`src/hdl/pse_pkg.sv`:
```
// shared constants, types and helpers for the ptp servo and periodic event block
package pse_pkg;

  // clock and timestamp
  localparam int unsigned  CLK_PERIOD_NS = 10;
  localparam logic [63:0]  TS_STEP_NS    = 64'(CLK_PERIOD_NS);
  localparam int unsigned  EVT_RES_NS    = 80;
  localparam logic [31:0]  NS_PER_S      = 32'h3b9aca00;
  localparam logic [63:0]  NS_PER_US     = 64'h0000_0000_0000_03e8;
  localparam int unsigned  LOCK_SAMPLES  = 4;

  // register byte offsets
  localparam logic [7:0]   A_CTRL        = 8'h00;
  localparam logic [7:0]   A_STATUS      = 8'h04;
  localparam logic [7:0]   A_OFF_LO      = 8'h08;
  localparam logic [7:0]   A_OFF_HI      = 8'h0c;
  localparam logic [7:0]   A_INTERVAL    = 8'h10;
  localparam logic [7:0]   A_RATE        = 8'h14;
  localparam logic [7:0]   A_BEGIN_LO    = 8'h18;
  localparam logic [7:0]   A_BEGIN_HI    = 8'h1c;
  localparam logic [7:0]   A_USED_LO     = 8'h20;
  localparam logic [7:0]   A_USED_HI     = 8'h24;
  localparam logic [7:0]   A_INT_STS     = 8'h28;
  localparam logic [7:0]   A_INT_MASK    = 8'h2c;
  localparam logic [7:0]   A_TS_LO       = 8'h30;
  localparam logic [7:0]   A_TS_HI       = 8'h34;

  // field positions
  localparam int unsigned  CTRL_EN_BIT   = 0;
  localparam int unsigned  CTRL_LIM_LSB  = 8;
  localparam int unsigned  ST_SERVO_LSB  = 0;
  localparam int unsigned  ST_EVENT_LSB  = 8;
  localparam int unsigned  ST_XPORT_LSB  = 16;
  localparam int unsigned  INT_W         = 4;
  localparam int unsigned  INT_PERIODIC  = 0;
  localparam int unsigned  INT_STEP      = 1;
  localparam int unsigned  INT_PORT      = 2;
  localparam int unsigned  INT_FRAME     = 3;

  // reset values and the largest legal limit code
  localparam logic [2:0]   LIM_SEL_RST   = 3'h0;
  localparam logic [2:0]   LIM_SEL_MAX   = 3'h5;
  localparam logic [31:0]  INTERVAL_RST  = 32'h0;
  localparam logic [3:0]   MASK_RST      = 4'h0;

  localparam logic [1:0]   RESP_OKAY     = 2'h0;
  localparam logic [1:0]   RESP_SLVERR   = 2'h2;

  typedef enum logic [1:0] {
    SRV_UNLOCKED, SRV_SYNCING, SRV_LOCKED, SRV_NA
  } pse_servo_t;

  typedef enum logic [3:0] {
    EV_NONE, EV_POWER_UP, EV_INITIALIZE, EV_DESIGNATION_ON, EV_DESIGNATION_OFF,
    EV_FAULT_CLEARED, EV_FAULT_DETECTED, EV_STATE_CHOICE_EVENT, EV_QUALIFY_TIMEOUT,
    EV_ANNOUNCE_TIMEOUT, EV_SYNC_FAULT, EV_MASTER_CHOSEN, EV_ADVISE_MASTER,
    EV_ADVISE_TOP_MASTER, EV_ADVISE_FOLLOWER, EV_ADVISE_PASSIVE
  } pse_port_event_t;

  // step limit in ns for each selectable microsecond setting
  function automatic logic [63:0] limit_ns(input logic [2:0] sel);
    logic [63:0] us;
    us = 64'h0;
    unique case (sel)
      3'h0: us = 64'd10;
      3'h1: us = 64'd20;
      3'h2: us = 64'd100;
      3'h3: us = 64'd500;
      3'h4: us = 64'd1000;
      default: us = 64'd2000;
    endcase
    return 64'(us * NS_PER_US);
  endfunction

  // byte-lane merge of a bus write into an existing word
  function automatic logic [31:0] merge(input logic [31:0] old, input logic [31:0] nw, input logic [3:0] strb);
    logic [31:0] r;
    r = old;
    for (int i = 0; i < 4; i++) begin
      if (strb[i]) begin
        r[i*8 +: 8] = nw[i*8 +: 8];
      end
    end
    return r;
  endfunction

endpackage

```
`src/hdl/pse_ptp_servo.sv`:
```
// ptp offset reporting, servo lock tracking and periodic timestamp event generator
module pse_ptp_servo #(
  parameter int unsigned LOCK_SAMPLES = pse_pkg::LOCK_SAMPLES
) (
  input  wire logic        aclk,
  input  wire logic        aresetn,
  input  wire logic [7:0]  s_axi_awaddr,
  input  wire logic        s_axi_awvalid,
  output logic             s_axi_awready,
  input  wire logic [31:0] s_axi_wdata,
  input  wire logic [3:0]  s_axi_wstrb,
  input  wire logic        s_axi_wvalid,
  output logic             s_axi_wready,
  output logic [1:0]       s_axi_bresp,
  output logic             s_axi_bvalid,
  input  wire logic        s_axi_bready,
  input  wire logic [7:0]  s_axi_araddr,
  input  wire logic        s_axi_arvalid,
  output logic             s_axi_arready,
  output logic [31:0]      s_axi_rdata,
  output logic [1:0]       s_axi_rresp,
  output logic             s_axi_rvalid,
  input  wire logic        s_axi_rready,
  input  wire logic [63:0] master_offset_value,
  input  wire logic        offset_stb,
  input  wire logic [3:0]  last_port_event,
  input  wire logic        port_event_stb,
  input  wire logic [1:0]  sync_transport_kind,
  output logic [63:0]      servo_correction,
  output logic             servo_step,
  output logic             periodic_event,
  output logic             frame_start,
  output logic             irq
);

  logic                      aw_have_q, awready_q, w_have_q, wready_q, bvalid_q, arready_q, rvalid_q;
  logic [7:0]                aw_addr_q;
  logic [31:0]               wdata_q, rdata_q, rd_mux;
  logic [3:0]                wstrb_q;
  logic [1:0]                bresp_q, rresp_q;
  logic                      do_wr, ar_hs, rd_ok, wr_ok;
  logic                      en_q;
  logic [2:0]                lim_sel_q;
  logic [31:0]               interval_q, rate;
  logic [63:0]               begin_q, begin_new, used_q, next_q, ts_q, off_q, corr_q, off_abs;
  logic [31:0]               off_hi_snap_q;
  logic [3:0]                mask_q, sts_q, ev_set;
  logic                      irq_q, step_q, evt_q, frame_q;
  logic                      armed_q, catch_q, fr_pend_q, rate_go_q, arm;
  logic                      over, step_fire, evt_fire, frame_fire;
  logic [7:0]                lock_cnt_q;
  pse_pkg::pse_servo_t       srv_q;
  pse_pkg::pse_port_event_t  last_ev_q;
  logic [1:0]                xport_q;

  // write path: address and data are taken independently, answered once both are in
  assign do_wr = aw_have_q & w_have_q & ~bvalid_q;
  assign arm   = do_wr & (aw_addr_q == pse_pkg::A_BEGIN_HI);

  always_ff @(posedge aclk) begin
    if (!aresetn) begin
      aw_have_q <= 1'b0;
      awready_q <= 1'b0;
      aw_addr_q <= 8'h00;
    end else if (s_axi_awvalid & awready_q) begin
      aw_have_q <= 1'b1;
      awready_q <= 1'b0;
      aw_addr_q <= s_axi_awaddr;
    end else if (do_wr) begin
      aw_have_q <= 1'b0;
      awready_q <= 1'b1;
    end else begin
      awready_q <= ~aw_have_q;
    end
  end

  always_ff @(posedge aclk) begin
    if (!aresetn) begin
      w_have_q <= 1'b0;
      wready_q <= 1'b0;
      wdata_q  <= 32'h0;
      wstrb_q  <= 4'h0;
    end else if (s_axi_wvalid & wready_q) begin
      w_have_q <= 1'b1;
      wready_q <= 1'b0;
      wdata_q  <= s_axi_wdata;
      wstrb_q  <= s_axi_wstrb;
    end else if (do_wr) begin
      w_have_q <= 1'b0;
      wready_q <= 1'b1;
    end else begin
      wready_q <= ~w_have_q;
    end
  end

  // read-only and unmapped offsets answer slverr and change nothing
  always_comb begin
    unique case (aw_addr_q)
      pse_pkg::A_CTRL, pse_pkg::A_INTERVAL, pse_pkg::A_BEGIN_LO,
      pse_pkg::A_BEGIN_HI, pse_pkg::A_INT_MASK: wr_ok = 1'b1;
      default: wr_ok = 1'b0;
    endcase
  end

  always_ff @(posedge aclk) begin
    if (!aresetn) begin
      bvalid_q <= 1'b0;
      bresp_q  <= pse_pkg::RESP_OKAY;
    end else if (do_wr) begin
      bvalid_q <= 1'b1;
      bresp_q  <= wr_ok ? pse_pkg::RESP_OKAY : pse_pkg::RESP_SLVERR;
    end else if (s_axi_bready) begin
      bvalid_q <= 1'b0;
    end
  end

  // settings; an out-of-range limit code keeps the previous setting
  // limit choice only
  always_ff @(posedge aclk) begin
    if (!aresetn) begin
      en_q       <= 1'b0;
      lim_sel_q  <= pse_pkg::LIM_SEL_RST;
      interval_q <= pse_pkg::INTERVAL_RST;
      begin_q    <= 64'h0;
      mask_q     <= pse_pkg::MASK_RST;
    end else if (do_wr) begin
      if (aw_addr_q == pse_pkg::A_CTRL) begin
        if (wstrb_q[0]) begin
          en_q <= wdata_q[pse_pkg::CTRL_EN_BIT];
        end
        if (wstrb_q[1] && wdata_q[pse_pkg::CTRL_LIM_LSB +: 3] <= pse_pkg::LIM_SEL_MAX) begin
          lim_sel_q <= wdata_q[pse_pkg::CTRL_LIM_LSB +: 3];
        end
      end
      if (aw_addr_q == pse_pkg::A_INTERVAL) begin
        interval_q <= pse_pkg::merge(interval_q, wdata_q, wstrb_q);
      end
      if (aw_addr_q == pse_pkg::A_BEGIN_LO) begin
        begin_q[31:0] <= pse_pkg::merge(begin_q[31:0], wdata_q, wstrb_q);
      end
      if (arm) begin
        begin_q <= begin_new;
      end
      if (aw_addr_q == pse_pkg::A_INT_MASK) begin
        mask_q <= 4'(pse_pkg::merge({28'h0, mask_q}, wdata_q, wstrb_q));
      end
    end
  end

  assign begin_new = {pse_pkg::merge(begin_q[63:32], wdata_q, wstrb_q), begin_q[31:0]};

  // read path: one-cycle registered answer
  assign ar_hs = s_axi_arvalid & arready_q;

  always_comb begin
    rd_ok  = 1'b1;
    rd_mux = 32'h0;
    unique case (s_axi_araddr)
      pse_pkg::A_CTRL:     rd_mux = {21'h0, lim_sel_q, 7'h0, en_q};
      pse_pkg::A_STATUS:   rd_mux = {14'h0, xport_q, 4'h0, last_ev_q, 6'h0, srv_q};
      pse_pkg::A_OFF_LO:   rd_mux = off_q[31:0];
      pse_pkg::A_OFF_HI:   rd_mux = off_hi_snap_q;
      pse_pkg::A_INTERVAL: rd_mux = interval_q;
      pse_pkg::A_RATE:     rd_mux = rate;
      pse_pkg::A_BEGIN_LO: rd_mux = begin_q[31:0];
      pse_pkg::A_BEGIN_HI: rd_mux = begin_q[63:32];
      pse_pkg::A_USED_LO:  rd_mux = used_q[31:0];
      pse_pkg::A_USED_HI:  rd_mux = used_q[63:32];
      pse_pkg::A_INT_STS:  rd_mux = {28'h0, sts_q};
      pse_pkg::A_INT_MASK: rd_mux = {28'h0, mask_q};
      pse_pkg::A_TS_LO:    rd_mux = ts_q[31:0];
      pse_pkg::A_TS_HI:    rd_mux = ts_q[63:32];
      default:             rd_ok  = 1'b0;
    endcase
  end

  always_ff @(posedge aclk) begin
    if (!aresetn) begin
      arready_q <= 1'b0;
      rvalid_q  <= 1'b0;
      rdata_q   <= 32'h0;
      rresp_q   <= pse_pkg::RESP_OKAY;
    end else if (ar_hs) begin
      arready_q <= 1'b0;
      rvalid_q  <= 1'b1;
      rdata_q   <= rd_mux;
      rresp_q   <= rd_ok ? pse_pkg::RESP_OKAY : pse_pkg::RESP_SLVERR;
    end else if (rvalid_q & s_axi_rready) begin
      rvalid_q  <= 1'b0;
      arready_q <= 1'b1;
    end else begin
      arready_q <= ~rvalid_q;
    end
  end

  // low-word read freezes the high word so a 64-bit offset never tears
  // offset sampled from the engine
  always_ff @(posedge aclk) begin
    if (!aresetn) begin
      off_q         <= 64'h0;
      off_hi_snap_q <= 32'h0;
    end else begin
      if (offset_stb) begin
        off_q <= master_offset_value;
      end
      if (ar_hs && s_axi_araddr == pse_pkg::A_OFF_LO) begin
        off_hi_snap_q <= off_q[63:32];
      end
    end
  end

  always_ff @(posedge aclk) begin
    if (!aresetn) begin
      last_ev_q <= pse_pkg::EV_NONE;
      xport_q   <= 2'h0;
    end else begin
      xport_q <= sync_transport_kind;
      if (port_event_stb) begin
        last_ev_q <= pse_pkg::pse_port_event_t'(last_port_event);
      end
    end
  end

  // servo: limit is looked up each sample, so a new setting acts on the next one
  assign off_abs   = master_offset_value[63] ? 64'(-master_offset_value) : master_offset_value;
  assign over      = off_abs > pse_pkg::limit_ns(lim_sel_q);
  assign step_fire = en_q & offset_stb & (srv_q == pse_pkg::SRV_LOCKED) & over;

  always_ff @(posedge aclk) begin
    if (!aresetn) begin
      srv_q      <= pse_pkg::SRV_NA;
      lock_cnt_q <= 8'h0;
    end else if (!en_q) begin
      srv_q      <= pse_pkg::SRV_NA;
      lock_cnt_q <= 8'h0;
    end else begin
      unique case (srv_q)
        pse_pkg::SRV_NA: srv_q <= pse_pkg::SRV_UNLOCKED;
        pse_pkg::SRV_UNLOCKED: if (offset_stb) begin
          srv_q      <= pse_pkg::SRV_SYNCING;
          lock_cnt_q <= 8'h0;
        end
        pse_pkg::SRV_SYNCING: if (offset_stb) begin
          if (over) begin
            lock_cnt_q <= 8'h0;
          end else if (lock_cnt_q == 8'(LOCK_SAMPLES - 1)) begin
            srv_q <= pse_pkg::SRV_LOCKED;
          end else begin
            lock_cnt_q <= lock_cnt_q + 8'h1;
          end
        end
        pse_pkg::SRV_LOCKED: if (step_fire) begin
          srv_q      <= pse_pkg::SRV_SYNCING;
          lock_cnt_q <= 8'h0;
        end
      endcase
    end
  end

  always_ff @(posedge aclk) begin
    if (!aresetn) begin
      corr_q <= 64'h0;
      step_q <= 1'b0;
    end else begin
      step_q <= step_fire;
      if (en_q & offset_stb) begin
        corr_q <= master_offset_value;
      end
    end
  end

  // free-running timestamp in ns; error per event stays within two clocks, well within 80 ns
  // timestamp base
  always_ff @(posedge aclk) begin
    if (!aresetn) begin
      ts_q <= 64'h0;
    end else begin
      ts_q <= ts_q + pse_pkg::TS_STEP_NS;
    end
  end

  // zero interval or unpassed begin time blocks the event
  assign evt_fire = armed_q & ~catch_q & ~arm & (interval_q != 32'h0) & (ts_q > next_q);

  // catch-up adds one interval per clock, so a far-past begin takes a while to settle
  // begin pushed forward
  // next event on the interval grid
  always_ff @(posedge aclk) begin
    if (!aresetn) begin
      armed_q <= 1'b0;
      catch_q <= 1'b0;
      next_q  <= 64'h0;
      used_q  <= 64'h0;
    end else if (arm) begin
      armed_q <= 1'b1;
      catch_q <= (begin_new <= ts_q);
      next_q  <= begin_new;
      used_q  <= begin_new;
    end else if (armed_q && interval_q != 32'h0) begin
      if (catch_q) begin
        if (next_q <= ts_q) begin
          next_q <= next_q + 64'(interval_q);
        end else begin
          catch_q <= 1'b0;
          used_q  <= next_q;
        end
      end else if (evt_fire) begin
        next_q <= next_q + 64'(interval_q);
      end
    end
  end

  assign frame_fire = fr_pend_q & ~arm & (ts_q > begin_q);

  always_ff @(posedge aclk) begin
    if (!aresetn) begin
      fr_pend_q <= 1'b0;
      frame_q   <= 1'b0;
      evt_q     <= 1'b0;
    end else begin
      frame_q <= frame_fire;
      evt_q   <= evt_fire;
      if (arm) begin
        fr_pend_q <= 1'b1;
      end else if (frame_fire) begin
        fr_pend_q <= 1'b0;
      end
    end
  end

  // rate recomputed after each interval write
  always_ff @(posedge aclk) begin
    if (!aresetn) begin
      rate_go_q <= 1'b0;
    end else begin
      rate_go_q <= do_wr & (aw_addr_q == pse_pkg::A_INTERVAL);
    end
  end

  pse_rate_div #(.W(32)) u_rate (
    .aclk     (aclk),
    .aresetn  (aresetn),
    .start    (rate_go_q),
    .divisor  (interval_q),
    .quotient (rate)
  );

  // sticky status, cleared by reading it; a coincident event wins over the clear
  always_comb begin
    ev_set                       = 4'h0;
    ev_set[pse_pkg::INT_PERIODIC] = evt_fire;
    ev_set[pse_pkg::INT_STEP]     = step_fire;
    ev_set[pse_pkg::INT_PORT]     = port_event_stb;
    ev_set[pse_pkg::INT_FRAME]    = frame_fire;
  end

  always_ff @(posedge aclk) begin
    if (!aresetn) begin
      sts_q <= 4'h0;
      irq_q <= 1'b0;
    end else begin
      sts_q <= ((ar_hs && s_axi_araddr == pse_pkg::A_INT_STS) ? 4'h0 : sts_q) | ev_set;
      irq_q <= |(sts_q & mask_q);
    end
  end

  assign s_axi_awready    = awready_q;
  assign s_axi_wready     = wready_q;
  assign s_axi_bvalid     = bvalid_q;
  assign s_axi_bresp      = bresp_q;
  assign s_axi_arready    = arready_q;
  assign s_axi_rvalid     = rvalid_q;
  assign s_axi_rdata      = rdata_q;
  assign s_axi_rresp      = rresp_q;
  assign servo_correction = corr_q;
  assign servo_step       = step_q;
  assign periodic_event   = evt_q;
  assign frame_start      = frame_q;
  assign irq              = irq_q;
endmodule

```
`src/hdl/pse_rate_div.sv`:
```
// serial divider turning the event interval in ns into an event rate in hz
module pse_rate_div #(
  parameter int unsigned W = 32
) (
  input  wire logic         aclk,
  input  wire logic         aresetn,
  input  wire logic         start,
  input  wire logic [W-1:0] divisor,
  output logic      [W-1:0] quotient
);

  logic [W-1:0]  rem_q;
  logic [W-1:0]  quo_q;
  logic [W-1:0]  div_q;
  logic [W-1:0]  res_q;
  logic [5:0]    cnt_q;
  logic          busy_q;
  logic [W:0]    shifted;
  logic [W:0]    trial;

  // one restoring step per clock
  always_comb begin
    shifted = {rem_q, quo_q[W-1]};
    trial   = shifted - {1'b0, div_q};
  end

  // a zero divisor means the generator is off, so the rate reads zero
  always_ff @(posedge aclk) begin
    if (!aresetn) begin
      rem_q  <= '0;
      quo_q  <= '0;
      div_q  <= '0;
      res_q  <= '0;
      cnt_q  <= 6'h0;
      busy_q <= 1'b0;
    end else if (start) begin
      rem_q  <= '0;
      quo_q  <= W'(pse_pkg::NS_PER_S);
      div_q  <= divisor;
      cnt_q  <= 6'(W);
      busy_q <= (divisor != '0);
      if (divisor == '0) begin
        res_q <= '0;
      end
    end else if (busy_q) begin
      if (!trial[W]) begin
        rem_q <= trial[W-1:0];
        quo_q <= {quo_q[W-2:0], 1'b1};
      end else begin
        rem_q <= shifted[W-1:0];
        quo_q <= {quo_q[W-2:0], 1'b0};
      end
      cnt_q <= cnt_q - 6'h1;
      if (cnt_q == 6'h1) begin
        busy_q <= 1'b0;
        res_q  <= {quo_q[W-2:0], ~trial[W]};
      end
    end
  end

  assign quotient = res_q;

endmodule

```
`config.mk`:
```
export PLATFORM = sky130hd
export DESIGN_NAME = pse_ptp_servo
export DESIGN_NICKNAME = d
export VERILOG_FILES = /design/src/hdl/pse_pkg.sv /design/src/hdl/pse_ptp_servo.sv /design/src/hdl/pse_rate_div.sv
export SDC_FILE = /design/constraint.sdc
export NUM_CORES = 2
export LEC_CHECK = 0
export BUFFER_PORTS_ARGS = -buffer_cell sky130_fd_sc_hd__buf_2
export CAP_MARGIN = 20
export CORE_ASPECT_RATIO = 1.2
export CORE_UTILIZATION = 35
export CTS_CLUSTER_DIAMETER = 30
export DETAILED_ROUTE_END_ITERATION = 8
export GPL_TIMING_DRIVEN = 1
export PLACE_DENSITY = 0.54
export RECOVER_POWER = 100
export SYNTH_ARGS = -nofsm -noshare
export SYNTH_HDL_FRONTEND = slang
export SYNTH_SLANG_ARGS = --single-unit
```
`constraint.sdc`:
```
create_clock -name aclk -period 10.9 [get_ports aclk]
set_input_delay 2.725 -clock aclk [delete_from_list [all_inputs] [get_ports aclk]]
set_output_delay 2.725 -clock aclk [all_outputs]
set_load 0.02 [all_outputs]
```
==> results.yml <==
cts:
  hold_buffers: 0
  cts.sink_count: 703
  insertion_delay_ps: 770
  cts_tree: "done"
  clock_transition_at_path_regs_ps: 50
  cts_h_tree_lvls: 4
  post-cts-setup-buffers: 0
  cts-root-buf: "sky130_fd_sc_hd__clkbuf_16"
  cts_resized: 0
  cts-buffers-inserted: 159
  cts_buffer_depth: 3
worst_setup_path:
  cpMostUsedCell: "sky130_fd_sc_hd__inv_1"
  cp.required_ps: 11590
  crit_path_start: "lim_sel_q[2]"
  critical_path.n_buffers_inverters: 5
  reg_to_reg_start: "lim_sel_q[2]"
  cp_max_fo: 13
  critical_path.top_delay_family: "compound AO/OA/AOI/OAI gates"
  worst-r2r-setup-slack_ps: 1640
  max_stage_delay_ps: 1020
  crit_path_end_kind: "flop"
  cpMaxStageDelayCell: "sky130_fd_sc_hd__a311oi_1"
  cp.arrival_ps: 9950
  number_of_cells_traversed_by_the_worst_register_to_register_path: 30
  critical_path_cell_count: 30
  worstSetupEndpoint: "lock_cnt_q[2]"
  critical_path.reg2reg.endpoint: "lock_cnt_q[2]"
  category_of_the_most_critical_setup_path: "reg2reg"
  cp-start-kind: "flop"
synth:
  synthesis.instances: 4761
  ys_async_sr_fraction_pct: 0
  most_used_standard_cells_in_the_synthesized_netlist: "sky130_fd_sc_hd__dfxtp_1 (703), sky130_fd_sc_hd__nand2_1 (517), sky130_fd_sc_hd__nor2_1 (447)"
  synth_edf_count: 0
  synth.cell_area_mm2: 0.03951
  synth_top_flop_cell: "sky130_fd_sc_hd__dfxtp_1"
  synth.yosys.warnings: 0
  area_share_of_the_largest_cell_type_after_synthesis_pct: 35.62
  synth_sequential_area_ratio_pct: 35.62
  ys_ff_latch: 703
  post-synth-top-area-cell: "sky130_fd_sc_hd__dfxtp_1"
  netlist-cell-type-count: 87
  synthesized_area_per_cell_um2: 8.299
  ys_top_cells_by_area: "sky130_fd_sc_hd__dfxtp_1 (36%), sky130_fd_sc_hd__ha_1 (9.7%), sky130_fd_sc_hd__mux2i_1 (7.5%), sky130_fd_sc_hd__a21oi_1 (5.4%), sky130_fd_sc_hd__nand2_1 (4.9%)"
  yosysMostFrequentCell: "sky130_fd_sc_hd__dfxtp_1"
route:
  detailroute.via_count: 37060
  routedWlPerCell_um: 22.79
  via_density_per_instance: 5.636
  detailedRoute.firstIterationViolations: 2701
  firstDrtPassIters: 6
  drc_violations: 0
  finalWirelength_um: 149900
  ant_nets: 0
final_layout:
  fin_nets: 5395
  sequential_cell_area_mm2: 0.01408
  multi_input_gate_area_in_the_final_layout_mm2: 0.02364
  final_layout_size_suffix_gt1_share_pct: 9.965
  stdcell_area_mm2: 0.04750
  area_growth_pct: 20.21
  filler_cell_count: 11250
placed_design:
  detailedPlace.worstSlack_ps: 2383
  post_dp_cell_area_mm2: 0.04208
  place_congestion: 0.9733
  post-dp-hpwl_um: 110800
  placement.io_buffers: 237
global_routing:
  antenna_found_initial: 2
  grt_pass1_vias: 35390
  gr-total-overflow: 0
  grt_use_total_pct: 25.64
  global_route_wire_length_before_repair_um: 222000
  grt_start_max_net_pins: 109
status:
  status: "finished, violations left"
  failed_checks: "capacitance limit, slew limit"
floorplan:
  dieHeight_um: 370.1
  num_io_pins: 240
  core.rowCount: 134
  initial_core_util_pct: 35.44
  die_area_mm2: 0.1142
  die_w_um: 308.7
  core_mm2: 0.1115
timing:
  fin_worst_setup_slack_ps: 1638
  setup_repair_after_global_routing_missed_its_margin: "no"
  final.min_clock_period_ps: 9262
  worst_case_clock_skew_ps: 30.33
  hold_violation_count_in_the_final_report: 0
  achievable-frequency_mhz: 108.0
  max_slew_margin_pct: -182.3
  maxSlewViolCount: 599
  final.setup.tns_ps: 0
  worstMarginPinSlew_ps: 4235
  setup_viol: 0
  fin_crit_sh_pct: 84.98
hold_path:
  worst_hold_path_type: "reg2reg"
  min_from: "aw_addr_q[1]"
power:
  ir_drop_uv: 174.4
  powerDensity_mw_per_mm2: 168.9
  power.static_leakage_nw: 19.00
  finalPower_mw: 8.024
flow_run:
  timing.max_cap.violations: 9
[power by group]
group          leakage (nW)  total (mW)  switching (mW)  internal (mW)
sequential             5.68        2.65          0.0467           2.61
combinational          10.6       0.342           0.234          0.109
clock                  2.72        5.03            1.66           3.37
total                  19.0        8.02            1.94           6.09
[sequential cells by signal, indices dropped and copies added (netlist names), 2 cells and up]
name,flops
begin_q,64
next_q,64
off_q,64
servo_correction,64
used_q,64
ts_q,63
interval_q,32
off_hi_snap_q,32
s_axi_rdata,32
u_rate.div_q,32
u_rate.quo_q,32
u_rate.quotient,32
u_rate.rem_q,32
wdata_q,32
aw_addr_q,8
lock_cnt_q,8
u_rate.cnt_q,6
last_ev_q,4
mask_q,4
sts_q,4
wstrb_q,4
lim_sel_q,3
srv_q,2
xport_q,2
[per-stage QoR]
step	std cells	hold WS [ps]	util (%)
after global routing	6575	459.0	42.60
after floorplan	4763	430.8	-
after global placement	6281	432.4	37.74
final	6575	447.1	42.60
after detailed placement	6281	434.0	37.74
after CTS	6574	446.6	42.80
[worst reg2reg max path, delay by kind of cell, from the launching register on]
| family | cells | cell delay, ps |
|---|---|---|
| fa+ha+maj | 6 | 2680 |
| flops | 1 | 540 |
| compound gates | 10 | 2980 |
| simple gates | 8 | 2320 |
| xor+xnor | 1 | 200 |
| buf+inv | 5 | 500 |
[placed cells by master (no fill, tap or decap), types with 128 or more instances in the layout]
| cell type | synthesis | layout |
|---|---|---|
| sky130_fd_sc_hd__dfxtp_1 | 703 | 701 |
| sky130_fd_sc_hd__nand2_1 | 517 | 515 |
| sky130_fd_sc_hd__nor2_1 | 447 | 435 |
| sky130_fd_sc_hd__a21oi_1 | 427 | 427 |
| sky130_fd_sc_hd__ha_1 | 306 | 306 |
| sky130_fd_sc_hd__mux2i_1 | 297 | 297 |
| sky130_fd_sc_hd__o21ai_0 | 243 | 243 |
| sky130_fd_sc_hd__inv_1 | 224 | 224 |
| sky130_fd_sc_hd__clkbuf_16 | 0 | 161 |
| sky130_fd_sc_hd__clkbuf_1 | 242 | 135 |
| sky130_fd_sc_hd__buf_2 | 4 | 128 |
[layer usage]
layer | vias to the layer above | part of all wire, % | track usage (%)
met5 | - | 0.0093 | 0
met4 | 2 | 5.1 | 12.90
met3 | 372 | 6.4 | 4.748
met2 | 1240 | 46 | 41.96
met1 | 17870 | 42 | 32.09
li1 | 17570 | - | -
[kinds of logic (layout without fill, tap and decap cells)]
group / after synthesis / count (layout) / synth area share, %
AOI/OAI and AO/OA: 1274 / 1274 / 20.55
xor gates and xnor gates: 147 / 147 / 3.258
adders and majority gates: 318 / 318 / 10.30
buffers and inverters: 494 / 809 / 4.743
DFF: 703 / 703 / 35.62
muxes: 299 / 299 / 7.581
other: 2 / 5 / 0.01901
and+or+nand+nor: 1524 / 1524 / 17.94
[final cells by class]
cell class,count,area share (%)
multi-input cells,3566,49.78
flip-flops and latches,703,29.64
inverters,225,1.781
clock buffers,194,9.059
diodes,1,0.005268
clock inverters,99,2.808
well taps,1496,3.941
repair buffers,291,2.990
[worst min path at each step]
| stage | endpoint | slack [ps] | cells after the start |
|---|---|---|---|
| 2_1_floorplan | aw_addr_q[1] | 430 | 2 |
| 3_3_place_gp | s_axi_rdata[7] | 430 | 1 |
| 3_5_place_dp | s_axi_rdata[7] | 430 | 1 |
| 4_1_cts | s_axi_rdata[7] | 450 | 1 |
| 5_1_grt | s_axi_rdata[7] | 460 | 1 |
| 6_report | aw_addr_q[1] | 450 | 2 |
(Power assumes the default switching activity.)
